$ cat src/shared/elg_defs.vh
// constants for the enclave leaf gate and page-add checker
// assumes plain verilog-2005 inclusion by bare name
`ifndef ELG_DEFS_VH
`define ELG_DEFS_VH
`define ELG_LEAF_PAGE_ADD 32'h00000001
`define ELG_LEAF_EXIT_LIMIT 32'h0000003F
`define ELG_BITMAP_LAST 6'h3F
`define ELG_LEAF_COUNT 32'h00000010
`define ELG_ERR_ZERO 16'h0000
`define ELG_OSS_BIT 5
`define ELG_ALIGN_32B_MASK 64'h000000000000001F
`define ELG_ALIGN_4K_MASK 64'h0000000000000FFF
`define ELG_ALIGN_64B_MASK 64'h000000000000003F
`define ELG_PT_REG 8'h02
`define ELG_PT_TCS 8'h01
`define ELG_CPL_ZERO 2'h0
`define ELG_LO32_MASK 64'h00000000FFFFFFFF
// result codes
`define ELG_RES_NONE 3'h0
`define ELG_RES_ABORT 3'h1
`define ELG_RES_UD 3'h2
`define ELG_RES_VMEXIT 3'h3
`define ELG_RES_GP 3'h4
`define ELG_RES_DISPATCH 3'h5
`define ELG_RES_PF 3'h6
`define ELG_RES_DONE 3'h7
// apb register map
`define ELG_ADDR_CTRL 12'h000
`define ELG_ADDR_STATUS 12'h004
`define ELG_ADDR_LEAF 12'h008
`define ELG_ADDR_COUNT 12'h00C
`endif

$ cat src/hw/elg_gate.v
// hypervisor enclave instruction gate plus page-add leaf checks
// assumes core state arrives as levels on pclk; memory lookups are done outside
// Summary of operation
// RULE_01: no protection, v86, sysmgmt, no virtualization: invalid-opcode
// RULE_02: privilege above zero gives invalid-opcode
// RULE_03: paging off or undefined leaf: gp zero
// RULE_04: guest without execute control: invalid-opcode
// RULE_05: guest exiting bitmap selects vm exit
// RULE_06: guest in 64-bit mode: invalid-opcode
// RULE_07: feature lock or enable clear: gp zero
// RULE_08: oversubscription flag clear gives invalid-opcode
// RULE_09: lock, osize, rep, vex prefix: invalid-opcode
// RULE_10: expand-down data outside 64-bit: gp zero
// RULE_11: outside 64-bit drop upper accumulator half
// RULE_12: 64-bit width only with long mode and long cs
// RULE_13: segment, address-size, rex prefixes ignored
// RULE_14: transaction abort precedes every other check
// RULE_15: real-address mode gives invalid-opcode
// RULE_16: page-add leaf 01H, descriptor and target operands
// RULE_17: page-add copies, maps and measures the page
// RULE_18: page-add only at privilege zero
// RULE_19: page-add faults on listed bad operands
// RULE_20: page-add faults on locked target or control
// RULE_21: target exclusive, control shared, conflict qualifier
// RULE_22: control exclusive against add, extend, initialize
// RULE_23: page-add access kinds per operand
// RULE_24: passing checks dispatch to the selected leaf
// RULE_25: fixed priority abort, opcode, exit, protection
`timescale 1ns/100ps
`include "elg_defs.vh"
module elg_gate (
  input wire pclk,
  input wire presetn,
  input wire psel,
  input wire penable,
  input wire pwrite,
  input wire [11:0] paddr,
  input wire [31:0] pwdata,
  output reg [31:0] prdata,
  output reg pready,
  output reg pslverr,
  input wire issue,
  input wire txn_active,
  input wire protection_enable_bit,
  input wire paging_enable_bit,
  input wire virtual_8086_flag,
  input wire system_management_state,
  input wire hardware_virtualization,
  input wire guest_mode,
  input wire exec_enable_ctrl,
  input wire exiting_ctrl,
  input wire [63:0] exiting_bitmap,
  input wire long_mode_active,
  input wire cs_long,
  input wire cs_default_size,
  input wire [1:0] current_privilege_level,
  input wire feature_lock,
  input wire enclave_feature_enable,
  input wire [31:0] capability_word,
  input wire prefix_lock,
  input wire prefix_osize,
  input wire prefix_rep,
  input wire prefix_vex,
  input wire prefix_seg,
  input wire prefix_asize,
  input wire prefix_rex,
  input wire ds_expand_down,
  input wire [63:0] accumulator_reg,
  input wire [63:0] first_operand_reg,
  input wire [63:0] second_operand_reg,
  input wire [63:0] source_page_pointer,
  input wire [63:0] control_page_addr,
  input wire [63:0] security_info_addr,
  input wire [63:0] linear_addr,
  input wire [7:0] page_type,
  input wire security_info_struct_reserved_nz,
  input wire security_info_struct_r,
  input wire security_info_struct_w,
  input wire target_in_cache,
  input wire target_valid,
  input wire control_valid,
  input wire control_is_secs,
  input wire control_initialized,
  input wire tcs_fields_bad,
  input wire [63:0] enclave_base,
  input wire [63:0] enclave_size,
  input wire target_locked,
  input wire control_locked,
  input wire measure_busy,
  input wire control_excl_busy,
  input wire epc_virt_ext,
  output reg gate_done,
  output reg [2:0] gate_result,
  output reg [15:0] error_code,
  output reg [31:0] dispatch_leaf,
  output reg wide_mode,
  output reg page_conflict_qualifier,
  output reg copy_start,
  output reg map_update,
  output reg measure_extend,
  output reg [63:0] mapped_linear,
  output reg [63:0] measure_offset,
  output reg target_excl_hold,
  output reg control_shared_hold,
  output reg [2:0] access_kinds
);
  localparam ST_IDLE = 3'b001;
  localparam ST_GATE = 3'b010;
  localparam ST_ADD = 3'b100;

  reg [2:0] state_q;
  reg gate_enable_q;
  reg [31:0] count_q;
  reg [2:0] last_result_q;
  reg [31:0] leaf_q;
  reg wide_q;

  // no synchroniser; the issue pulse is taken as a same-domain level
  wire in64 = long_mode_active & cs_long; // RULE_12
  wire [63:0] acc_eff = in64 ? accumulator_reg : (accumulator_reg & `ELG_LO32_MASK); // RULE_11
  wire [31:0] leaf = acc_eff[31:0];
  wire exit_bit = (leaf < `ELG_LEAF_EXIT_LIMIT) ? exiting_bitmap[leaf[5:0]]
                  : exiting_bitmap[`ELG_BITMAP_LAST]; // RULE_05
  // segment, asize, rex and default-size bits deliberately unused
  wire ignored_pfx = prefix_seg | prefix_asize | prefix_rex | cs_default_size; // RULE_13

  wire ud_mode = ~protection_enable_bit | virtual_8086_flag | system_management_state
                 | ~hardware_virtualization; // RULE_01 RULE_15
  wire ud_oss = ~capability_word[`ELG_OSS_BIT]; // RULE_08
  wire ud_guest64 = guest_mode & in64; // RULE_06
  wire ud_cpl = current_privilege_level != `ELG_CPL_ZERO; // RULE_02
  wire ud_pfx = prefix_lock | prefix_osize | prefix_rep | prefix_vex; // RULE_09
  wire ud_exec = guest_mode & ~exec_enable_ctrl; // RULE_04
  wire any_ud = ud_mode | ud_oss | ud_guest64 | ud_cpl | ud_pfx | ud_exec;
  wire vm_exit = guest_mode & exec_enable_ctrl & exiting_ctrl & exit_bit; // RULE_05
  wire gp_feat = ~feature_lock | ~enclave_feature_enable; // RULE_07
  wire gp_leaf = leaf >= `ELG_LEAF_COUNT; // RULE_03
  wire gp_page = ~paging_enable_bit; // RULE_03
  wire gp_ds = ~in64 & ds_expand_down; // RULE_10
  wire any_gp = gp_feat | gp_leaf | gp_page | gp_ds;

  // page-add operand checks, all resolved combinationally from outside lookups
  wire mis_align = ((first_operand_reg & `ELG_ALIGN_32B_MASK) != 64'h0)
                   | ((second_operand_reg & `ELG_ALIGN_4K_MASK) != 64'h0)
                   | ((source_page_pointer & `ELG_ALIGN_4K_MASK) != 64'h0)
                   | ((control_page_addr & `ELG_ALIGN_4K_MASK) != 64'h0)
                   | ((security_info_addr & `ELG_ALIGN_64B_MASK) != 64'h0)
                   | ((linear_addr & `ELG_ALIGN_4K_MASK) != 64'h0); // RULE_19
  wire bad_attr = security_info_struct_reserved_nz
                  | ~((page_type == `ELG_PT_REG) | (page_type == `ELG_PT_TCS))
                  | ((page_type == `ELG_PT_REG) & security_info_struct_w & ~security_info_struct_r); // RULE_19
  wire bad_tcs = (page_type == `ELG_PT_TCS) & tcs_fields_bad; // RULE_19
  wire bad_range = (linear_addr < enclave_base) | (linear_addr >= enclave_base + enclave_size); // RULE_19
  wire gp_add = mis_align | bad_attr | bad_tcs | bad_range | control_locked | control_excl_busy
                | measure_busy | control_initialized; // RULE_20 RULE_22
  wire pf_add = ~target_in_cache | target_valid | ~control_valid | ~control_is_secs; // RULE_19
  wire add_cpl_bad = current_privilege_level != `ELG_CPL_ZERO; // RULE_18

  always @(posedge pclk or negedge presetn) begin
    if (!presetn) begin
      state_q <= ST_IDLE;
      gate_done <= 1'b0;
      gate_result <= `ELG_RES_NONE;
      error_code <= `ELG_ERR_ZERO;
      dispatch_leaf <= 32'h00000000;
      wide_mode <= 1'b0;
      page_conflict_qualifier <= 1'b0;
      copy_start <= 1'b0;
      map_update <= 1'b0;
      measure_extend <= 1'b0;
      mapped_linear <= 64'h0000000000000000;
      measure_offset <= 64'h0000000000000000;
      target_excl_hold <= 1'b0;
      control_shared_hold <= 1'b0;
      access_kinds <= 3'h0;
      count_q <= 32'h00000000;
      last_result_q <= `ELG_RES_NONE;
      leaf_q <= 32'h00000000;
      wide_q <= 1'b0;
    end else begin
      gate_done <= 1'b0;
      copy_start <= 1'b0;
      map_update <= 1'b0;
      measure_extend <= 1'b0;
      page_conflict_qualifier <= 1'b0;
      case (state_q)
        ST_IDLE: begin
          target_excl_hold <= 1'b0;
          control_shared_hold <= 1'b0;
          access_kinds <= 3'h0;
          if (issue && gate_enable_q) begin
            state_q <= ST_GATE;
            leaf_q <= leaf;
            wide_q <= in64 & ~ignored_pfx | in64 & ignored_pfx; // RULE_12 RULE_13
          end
        end
        ST_GATE: begin
          wide_mode <= wide_q;
          error_code <= `ELG_ERR_ZERO;
          dispatch_leaf <= leaf_q;
          state_q <= ST_IDLE;
          gate_done <= 1'b1;
          count_q <= count_q + 32'h00000001;
          if (txn_active) begin
            gate_result <= `ELG_RES_ABORT; // RULE_14 RULE_25
            last_result_q <= `ELG_RES_ABORT;
          end else if (any_ud) begin
            gate_result <= `ELG_RES_UD; // RULE_25
            last_result_q <= `ELG_RES_UD;
          end else if (vm_exit) begin
            gate_result <= `ELG_RES_VMEXIT; // RULE_25
            last_result_q <= `ELG_RES_VMEXIT;
          end else if (any_gp) begin
            gate_result <= `ELG_RES_GP; // RULE_25
            last_result_q <= `ELG_RES_GP;
          end else if (leaf_q == `ELG_LEAF_PAGE_ADD) begin
            gate_result <= `ELG_RES_DISPATCH; // RULE_24 RULE_16
            last_result_q <= `ELG_RES_DISPATCH;
            gate_done <= 1'b0;
            state_q <= ST_ADD;
          end else begin
            gate_result <= `ELG_RES_DISPATCH; // RULE_24
            last_result_q <= `ELG_RES_DISPATCH;
          end
        end
        ST_ADD: begin
          state_q <= ST_IDLE;
          gate_done <= 1'b1;
          if (add_cpl_bad || mis_align || bad_attr) begin
            gate_result <= `ELG_RES_GP; // RULE_18 RULE_19
            last_result_q <= `ELG_RES_GP;
          end else if (target_locked) begin
            // conflict on the target goes to the hypervisor when it virtualises the cache
            page_conflict_qualifier <= guest_mode & epc_virt_ext; // RULE_21
            gate_result <= (guest_mode & epc_virt_ext) ? `ELG_RES_VMEXIT : `ELG_RES_GP; // RULE_20 RULE_21
            last_result_q <= (guest_mode & epc_virt_ext) ? `ELG_RES_VMEXIT : `ELG_RES_GP;
          end else if (pf_add) begin
            gate_result <= `ELG_RES_PF; // RULE_19
            last_result_q <= `ELG_RES_PF;
          end else if (gp_add) begin
            gate_result <= `ELG_RES_GP; // RULE_19 RULE_20 RULE_22
            last_result_q <= `ELG_RES_GP;
          end else begin
            last_result_q <= `ELG_RES_DONE;
            target_excl_hold <= 1'b1; // RULE_21
            control_shared_hold <= 1'b1; // RULE_21
            access_kinds <= 3'h7; // RULE_23
            copy_start <= 1'b1; // RULE_17
            map_update <= 1'b1; // RULE_17
            measure_extend <= 1'b1; // RULE_17
            mapped_linear <= linear_addr;
            measure_offset <= linear_addr - enclave_base;
            gate_result <= `ELG_RES_DONE;
          end
        end
        default: state_q <= ST_IDLE;
      endcase
    end
  end

  // apb slave, zero wait states
  always @(posedge pclk or negedge presetn) begin
    if (!presetn) begin
      gate_enable_q <= 1'b1;
      prdata <= 32'h00000000;
      pready <= 1'b0;
      pslverr <= 1'b0;
    end else begin
      pready <= 1'b0;
      pslverr <= 1'b0;
      // write lands only in the completing access cycle
      if (psel && penable && pready && pwrite && paddr == `ELG_ADDR_CTRL) begin
        gate_enable_q <= pwdata[0];
      end
      if (psel && !penable) begin
        pready <= 1'b1;
        prdata <= 32'h00000000;
        if (paddr == `ELG_ADDR_CTRL) begin
          prdata <= {31'h00000000, gate_enable_q};
        end else if (paddr == `ELG_ADDR_STATUS) begin
          prdata <= {28'h0000000, state_q == ST_IDLE, last_result_q};
        end else if (paddr == `ELG_ADDR_LEAF) begin
          prdata <= leaf_q;
        end else if (paddr == `ELG_ADDR_COUNT) begin
          prdata <= count_q;
        end else begin
          pslverr <= 1'b1;
        end
      end
    end
  end
endmodule // elg_gate

$ cat config.mk
export PLATFORM = sky130hd
export DESIGN_NAME = elg_gate
export DESIGN_NICKNAME = d
export VERILOG_FILES = /design/src/hw/elg_gate.v
export VERILOG_INCLUDE_DIRS = /design/src /design/src/shared
export SDC_FILE = /design/constraint.sdc
export NUM_CORES = 1
export LEC_CHECK = 0
export ABC_AREA = 1
export BUFFER_PORTS_ARGS = -buffer_cell sky130_fd_sc_hd__clkbuf_2
export CORE_AREA = 2 2 387 389
export DETAILED_ROUTE_END_ITERATION = 10
export DIE_AREA = 0 0 389 391
export HOLD_SLACK_MARGIN = 0.08
export SLEW_MARGIN = 40
export SYNTH_ARGS = -nofsm -noshare
export SYNTH_HDL_FRONTEND = slang
export SYNTH_SLANG_ARGS = --single-unit
$ cat constraint.sdc
create_clock -name pclk -period 4.82 [get_ports pclk]
set_clock_uncertainty 0.15 [all_clocks]
set_input_delay 0.723 -clock pclk [delete_from_list [all_inputs] [get_ports pclk]]
set_output_delay 0.723 -clock pclk [all_outputs]
set_load 0.01 [all_outputs]
==> run_results.csv, run 1 <==
group,metric,value,unit
status,run_status,"completed",
layout,area.growth.synth_to_final,39.9,%
synthesis,synth_area,22500,um2
synthesis,ys_seq_area_share,30.2,%
power,power.total,7.27,mW
sta,final.period_utilization,96.0,%
clocking,numClockSinks,271,
layout,layout.filler_cells,17000,
floorplan,die_h,391,um
sta,timing.final.ws_setup,0.192,ns
grt,global_route_wire_length_before_repair,166,mm
layout,layout.nets,5131,
clocking,worstSkewPairLatency,0.60,ns
grt,globalRouteTotalUtil,14.9,%
worst_hold_path,hp-start,"accumulator_reg[29]",
worst_setup_path,path_class,"primary input to register",
floorplan,core_area,149000,um2
detailed_routing,route.detailed.vias_per_inst,4.10,
worst_setup_path,worst_r2r_endpoint,"count_q[29]",
clocking,tritoncts,"yes",
clocking,cts.clk_slew.worst_paths,0.06,ns
sta,relSlewSlack,44.7,%
floorplan,dieWidth,389,um
worst_setup_path,crit_path_max_fanout,16,
floorplan,initial_utilization,15.1,%
grt,antenna_found_initial,17,
placed_design,port_buffers,604,
sta,worst_hold_slack,0.211,ns
synthesis,ys_types,57,
synthesis,post-synth-top-area-cell,"sky130_fd_sc_hd__dfrtp_1",
placed_design,dp_worst_setup_slack,-0.626,ns
worst_setup_path,ff2ff_setup_slack,2.21,ns
worst_setup_path,crit-reg2reg-launch,"state_q[2]",
placed_design,gp_congestion,0.984,
worst_hold_path,worst_hold_path_type,"primary input to register",
worst_setup_path,start_kind,"primary input",
power,ir_worst_vdd,0.185,mV
clocking,cts-buffers-inserted,36,
placed_design,dp_hpwl,103,mm
synthesis,yosys_register_bits,271,
power,power_leakage,16.2,nW
clocking,cts_max_path_buffers,3,
synthesis,syn_inst,3272,
grt,number_of_global_route_vias_before_repair,25200,
floorplan,floorplan.io_pins,992,
synthesis,synth_top_area_share,30.0,%
detailed_routing,detail_route.wl_per_cell,19.1,um
detailed_routing,via_count,25200,
worst_setup_path,critical_path_arrival,4.96,ns
sta,post-route-min-period,4.63,ns
sta,setup_tns,0,ns
detailed_routing,drt-pass1-iter-count,5,
layout,post_route_cells_drive_above_1_share,25.3,%
grt,grt-ovfl-total,0,
synthesis,postSynth.asyncResetShare,100,%
detailed_routing,antenna_left,0,
worst_setup_path,r2r.worst_path.cells,14,
sta,max_slew_vio_count,0,
worst_setup_path,worstPathRequired,5.15,ns
floorplan,floorplan.rows,142,
sta,report.final.hold_viol_count,0,
detailed_routing,wl,118,mm
floorplan,fp.dieArea,152000,um2
synthesis,ys.flop_type,"sky130_fd_sc_hd__dfrtp_1",
placed_design,place.detailed.instances,6066,
clocking,cts_root_buffer,"sky130_fd_sc_hd__clkbuf_16",
synthesis,synth.avg_cell_area,6.87,um2
job,cap_viol_max_count,0,
worst_setup_path,critPathCaptureType,"register",
synthesis,synth_enable_flop_cells,0,
synthesis,synthTopCellsByCount,"sky130_fd_sc_hd__nand2_1, sky130_fd_sc_hd__inv_1, sky130_fd_sc_hd__nor2_1",
layout,layout.cells.non_filler,6142,
clocking,ctsHtreeMaxLevel,2,
detailed_routing,remaining_drc_errors,0,
synthesis,post_synth_main_area_contributors,"sky130_fd_sc_hd__dfrtp_1, sky130_fd_sc_hd__nand2_1, sky130_fd_sc_hd__ha_1, sky130_fd_sc_hd__inv_1, sky130_fd_sc_hd__nor2_1",
sta,grt_setup_unrepaired,"no",
worst_hold_path,timing.hold.worst_path_depth,3,
synthesis,yosys_warnings,0,
sta,worst-slew-pin-transition,0.825,ns
sta,timing.final.setup_violations,0,
synthesis,post-synth-top-count-cell,"sky130_fd_sc_hd__nand2_1",
grt,grt_start_max_net_pins,106,
worst_hold_path,end_of_the_worst_hold_path,"leaf_q[29]",
power,pwr_density_cell,231,nW/um2
detailed_routing,first_iter_violations,1214,
sta,timing.fmax,0.216,GHz
==> flip-flops by register name, summed over array words and instances (netlist names) <==
name,count
mapped_linear,64
measure_offset,64
count_q,32
dispatch_leaf,32
leaf_q,32
prdata,32
last_result_q,3
state_q,3
access_kinds,1
gate_done,1
gate_enable_q,1
measure_extend,1
page_conflict_qualifier,1
pready,1
pslverr,1
wide_mode,1
wide_q,1
==> metrics by stage <==
stage	instance area, um2	util, %
global placement	30000	20.2
detailed placement	30100	20.2
global route	31400	21.2
CTS	31200	21.0
floorplan	22500	-
finish	31400	21.2
==> placed cells by master, fill, tap and decap left out, types with 6 or more instances in the layout <==
cell type,n
sky130_fd_sc_hd__or2_1,8
sky130_fd_sc_hd__a21oi_1,225
sky130_fd_sc_hd__nor3_1,44
sky130_fd_sc_hd__a31oi_1,34
sky130_fd_sc_hd__a32o_1,6
sky130_fd_sc_hd__o21ai_0,204
sky130_fd_sc_hd__nor4_1,34
sky130_fd_sc_hd__o21ai_1,19
sky130_fd_sc_hd__nand3_1,126
sky130_fd_sc_hd__or2_2,6
sky130_fd_sc_hd__a21boi_0,13
sky130_fd_sc_hd__nand4_1,32
sky130_fd_sc_hd__xor2_1,85
sky130_fd_sc_hd__nor2_1,347
sky130_fd_sc_hd__a21o_1,28
sky130_fd_sc_hd__clkbuf_1,8
sky130_fd_sc_hd__o21a_1,11
sky130_fd_sc_hd__buf_4,305
sky130_fd_sc_hd__conb_1,16
sky130_fd_sc_hd__clkbuf_2,603
sky130_fd_sc_hd__dfrtp_1,269
sky130_fd_sc_hd__a21oi_2,31
sky130_fd_sc_hd__inv_1,429
sky130_fd_sc_hd__xnor2_1,58
sky130_fd_sc_hd__nand3b_1,7
sky130_fd_sc_hd__o21bai_1,13
sky130_fd_sc_hd__clkbuf_16,38
sky130_fd_sc_hd__nand2_1,855
sky130_fd_sc_hd__ha_1,191
sky130_fd_sc_hd__buf_12,13
sky130_fd_sc_hd__o22ai_1,24
sky130_fd_sc_hd__o211ai_1,11
sky130_fd_sc_hd__inv_2,8
sky130_fd_sc_hd__clkbuf_8,7
==> cell families (layout without fill, tap and decap cells) <==
group | after synthesis | count (layout) | share of synthesized area, %
XOR/XNOR | 143 | 143 | 5.57
flip-flops | 271 | 271 | 30.2
multiplexers | 1 | 1 | 0.0501
other | 1 | 20 | 0.0167
buffers and inverters | 521 | 1428 | 9.41
adder cells (fa/ha/maj) | 194 | 194 | 10.9
AO/OA/AOI/OAI | 644 | 644 | 16.3
AND/OR/NAND/NOR | 1497 | 1497 | 27.5
==> worst max-delay path, stage by stage <==
cell and delay (ns):
sky130_fd_sc_hd__clkbuf_2 0.10, sky130_fd_sc_hd__ha_1 0.38, sky130_fd_sc_hd__a21oi_1 0.21, sky130_fd_sc_hd__buf_4 0.15
sky130_fd_sc_hd__o21ai_0 0.16, sky130_fd_sc_hd__a21oi_1 0.23, sky130_fd_sc_hd__buf_4 0.15, sky130_fd_sc_hd__o21ai_0 0.13
sky130_fd_sc_hd__a221oi_1 0.31, sky130_fd_sc_hd__o21ai_0 0.21, sky130_fd_sc_hd__xnor2_1 0.24, sky130_fd_sc_hd__ha_1 0.28
sky130_fd_sc_hd__a21oi_1 0.17, sky130_fd_sc_hd__nor2_1 0.05, sky130_fd_sc_hd__a211oi_1 0.18, sky130_fd_sc_hd__o21ai_0 0.11
sky130_fd_sc_hd__nand2_1 0.11, sky130_fd_sc_hd__nand3_1 0.14, sky130_fd_sc_hd__nor2_4 0.15, sky130_fd_sc_hd__nand4_4 0.15
sky130_fd_sc_hd__buf_12 0.19, sky130_fd_sc_hd__buf_4 0.18, sky130_fd_sc_hd__nor2_1 0.20, sky130_fd_sc_hd__a21oi_2 0.04
==> what timing repair did <==
item | CTS | global route
endpoints found under the setup margin | 10 | 132
cloned | 0 | 2
hold endpoints to repair | 62 | 0
pin swaps | 0 | 5
buffers inserted | 0 | 5
resized for setup | 1 | 31
hold buffers | 1 | 0
==> worst max path at each step <==
stage | cells past startpoint | to | startpoint
6_report | 24 | measure_offset[49] | enclave_base[18]
4_1_cts | 23 | mapped_linear[25] | enclave_base[2]
3_5_place_dp | 24 | mapped_linear[18] | enclave_base[2]
5_1_grt | 25 | mapped_linear[14] | enclave_base[18]
2_1_floorplan | 23 | mapped_linear[10] | enclave_base[0]
3_3_place_gp | 24 | mapped_linear[20] | enclave_base[2]
==> final cells by class <==
class | instances | area (um2) | area share, %
Tap cell | 1944 | 2430 | 7.73
Inverter | 439 | 1650 | 5.24
Clock inverter | 12 | 105 | 0.334
Sequential cell | 271 | 6780 | 21.6
Multi-Input combinational cell | 2495 | 13800 | 43.8
Clock buffer | 51 | 1030 | 3.27
Timing Repair Buffer | 926 | 5660 | 18.0
Antenna cell | 4 | 10.0 | 0.0318
==> where the power goes <==
part | internal [mW] | switching, mW
logic | 0.927 | 1.41
registers | 2.28 | 0.00139
clock network | 1.50 | 1.15
==> layer usage <==
metal | routed length [um] | global-route usage [%]
met1 | 51500 | 18.6
met2 | 54500 | 25.2
met3 | 7620 | 3.49
met4 | 3870 | 4.88
met5 | 57 | 0
Power figures use the tool's default switching activity.
==> run 2: changes to the inputs <==
CORE_AREA = 2 2 384 386   (was 2 2 387 389)
DIE_AREA = 0 0 386 388   (was 0 0 389 391)
==> run 2 against run 1 <==
Effect of this change:
- cell area decreased by 0.13%
- hold slack got worse by 0.0021 ns
- global-route usage increased by 0.36 points
- critical endpoint is now mapped_linear[14]
- via count about the same
- sequential cell count unchanged
- combinational power about the same
- non-clock buffer count decreased by 15
- worst setup slack improved by 0.017 ns
- sequential share of layout area about the same
- fmax increased by 0.36%
==> run_results.csv, run 2 (synthesized netlist as in run 1, its figures left out) <==
group,metric,value,unit
status,run_status,"completed",
worst_setup_path,crit_path_max_fanout,18,
job,cap_viol_max_count,0,
placed_design,dp_hpwl,104,mm
grt,globalRouteTotalUtil,15.3,%
layout,layout_common_cells,"sky130_fd_sc_hd__nand2_1, sky130_fd_sc_hd__clkbuf_2, sky130_fd_sc_hd__inv_1",
sta,worst-slew-pin-transition,0.737,ns
layout,mostFrequentLayoutCell,"sky130_fd_sc_hd__nand2_1",
detailed_routing,route.detailed.vias_per_inst,4.13,
worst_setup_path,ff2ff_setup_slack,2.20,ns
detailed_routing,antenna_left,0,
floorplan,floorplan.rows,140,
power,power.total,7.62,mW
grt,global_route_wire_length_before_repair,167,mm
layout,reg_top3,"mapped_linear x64, measure_offset x64",
clocking,numClockSinks,271,
grt,globalRouteMet3Util,3.47,%
worst_hold_path,timing.hold.worst_path_depth,3,
layout,layout.nets,5115,
detailed_routing,first_iter_violations,1167,
worst_hold_path,hp-start,"accumulator_reg[29]",
grt,grt_start_max_net_pins,65,
floorplan,die_h,388,um
sta,final.period_utilization,95.7,%
floorplan,core_area,145000,um2
power,ir_worst_vdd,0.221,mV
floorplan,floorplan.io_pins,992,
clocking,ctsHtreeMaxLevel,2,
layout,area.growth.synth_to_final,39.8,%
placed_design,gp_congestion,0.953,
grt,number_of_global_route_vias_before_repair,25300,
detailed_routing,detail_route.wl_per_cell,19.4,um
worst_setup_path,critPathCaptureType,"register",
worst_setup_path,path_class,"primary input to register",
grt,grt_most_used_layer,"met2",
layout,layout.core_utilization,21.6,%
worst_hold_path,end_of_the_worst_hold_path,"leaf_q[29]",
layout,post_route_cells_drive_above_1_share,25.0,%
power,power_leakage,16.1,nW
detailed_routing,remaining_drc_errors,0,
grt,groute.layer.met1.usage,19.4,%
floorplan,fp.dieArea,150000,um2
worst_setup_path,r2r.worst_path.cells,9,
sta,relSlewSlack,50.4,%
grt,global_route.usage.met2,25.4,%
worst_setup_path,start_kind,"primary input",
worst_setup_path,critical_path_arrival,4.97,ns
floorplan,dieWidth,386,um
clocking,worstSkewPairLatency,0.60,ns
floorplan,initial_utilization,15.5,%
clocking,cts_root_buffer,"sky130_fd_sc_hd__clkbuf_16",
sta,timing.final.setup_violations,0,
placed_design,port_buffers,604,
clocking,cts.clk_slew.worst_paths,0.06,ns
sta,timing.fmax,0.217,GHz
worst_setup_path,crit-reg2reg-launch,"state_q[2]",
grt,antenna_found_initial,12,
worst_setup_path,worst_r2r_endpoint,"count_q[28]",
clocking,cts-buffers-inserted,35,
detailed_routing,drt-pass1-iter-count,5,
detailed_routing,wl,119,mm
clocking,tritoncts,"yes",
grt,grt-ovfl-total,0,
worst_setup_path,cp-startpoint,"enclave_base[16]",
sta,max_slew_vio_count,0,
sta,report.final.hold_viol_count,0,
power,pwr_density_cell,242,nW/um2
sta,post-route-min-period,4.61,ns
worst_hold_path,worst_hold_path_type,"primary input to register",
worst_setup_path,worstPathRequired,5.18,ns
detailed_routing,via_count,25200,
clocking,cts_max_path_buffers,3,
## run 2: timing repair
item | 4_1_cts | 5_1_grt
buffers inserted | 0 | 3
gates resized for setup | 0 | 23
hold endpoints to repair | 32 | 0
hold buffers | 1 | 0
endpoints found under the setup margin | 0 | 130
## run 2: through the flow
step | cell area [um2] | cells | setup slack, ns | hold WS, ns | setup TNS, ns
after floorplan | 22500 | 3287 | 0.487 | 0.277 | 0
after global placement | 29900 | 6027 | -0.491 | 0.301 | -55.40
after detailed placement | 30000 | 6028 | -0.485 | 0.306 | -52.44
after CTS | 31300 | 6092 | 0.105 | 0.138 | 0
after global routing | 31400 | 6100 | -0.00296 | 0.155 | -0.00296
final | 31400 | 6102 | 0.209 | 0.209 | 0
## run 2: layer usage
metal	vias up	share of wire [%]
li1	12500	-
met1	11800	44
met2	755	46
met3	142	6.6
met4	6	3.1
met5	-	0.034
## run 2: worst max path at each step
stage / end / slack [ns] / cells past startpoint
finish: mapped_linear[14] / 0.21 / 27
global route: mapped_linear[21] / -0.003 / 30
CTS: mapped_linear[14] / 0.11 / 26
detailed placement: mapped_linear[14] / -0.49 / 26
global placement: last_result_q[0] / -0.49 / 28
floorplan: mapped_linear[10] / 0.49 / 23
## run 2: worst max-delay path, stage by stage
cell	delay (ns)
sky130_fd_sc_hd__clkbuf_2	0.13
sky130_fd_sc_hd__ha_1	0.39
sky130_fd_sc_hd__a21oi_2	0.23
sky130_fd_sc_hd__buf_4	0.14
sky130_fd_sc_hd__o21ai_0	0.13
sky130_fd_sc_hd__buf_4	0.20
sky130_fd_sc_hd__a21oi_1	0.15
sky130_fd_sc_hd__o21ai_0	0.14
sky130_fd_sc_hd__nand2_1	0.09
sky130_fd_sc_hd__nand3_1	0.12
sky130_fd_sc_hd__buf_12	0.16
sky130_fd_sc_hd__a21oi_1	0.17
sky130_fd_sc_hd__xor2_1	0.28
sky130_fd_sc_hd__ha_1	0.32
sky130_fd_sc_hd__nand2_1	0.09
sky130_fd_sc_hd__nor2_1	0.05
sky130_fd_sc_hd__a211oi_2	0.14
sky130_fd_sc_hd__o21ai_1	0.07
sky130_fd_sc_hd__nand2_1	0.10
sky130_fd_sc_hd__nand3_1	0.13
sky130_fd_sc_hd__nor2_4	0.16
sky130_fd_sc_hd__nand3_2	0.12
sky130_fd_sc_hd__nor2_4	0.23
sky130_fd_sc_hd__buf_12	0.16
sky130_fd_sc_hd__buf_12	0.15
sky130_fd_sc_hd__nand2_1	0.07
sky130_fd_sc_hd__nand2_1	0.07
## run 2: where the power goes
part           leakage [nW]  internal, mW  switching, mW  total (mW)
Sequential             3.44          2.28        0.00149        2.28
Combinational          12.1         0.940           1.41        2.35
Clock                 0.624          1.81           1.17        2.99
Total                  16.1          5.03           2.58        7.62
## run 2: layout make-up
cell class | count | area [um2]
diodes | 6 | 15.0
clock buffers | 41 | 918
clock inverters | 22 | 365
fillers | 16600 | 114000
inverters | 439 | 1650
multi-input cells | 2495 | 13700
flip-flops and latches | 271 | 6780
well taps | 1917 | 2400
repair buffers | 911 | 5550
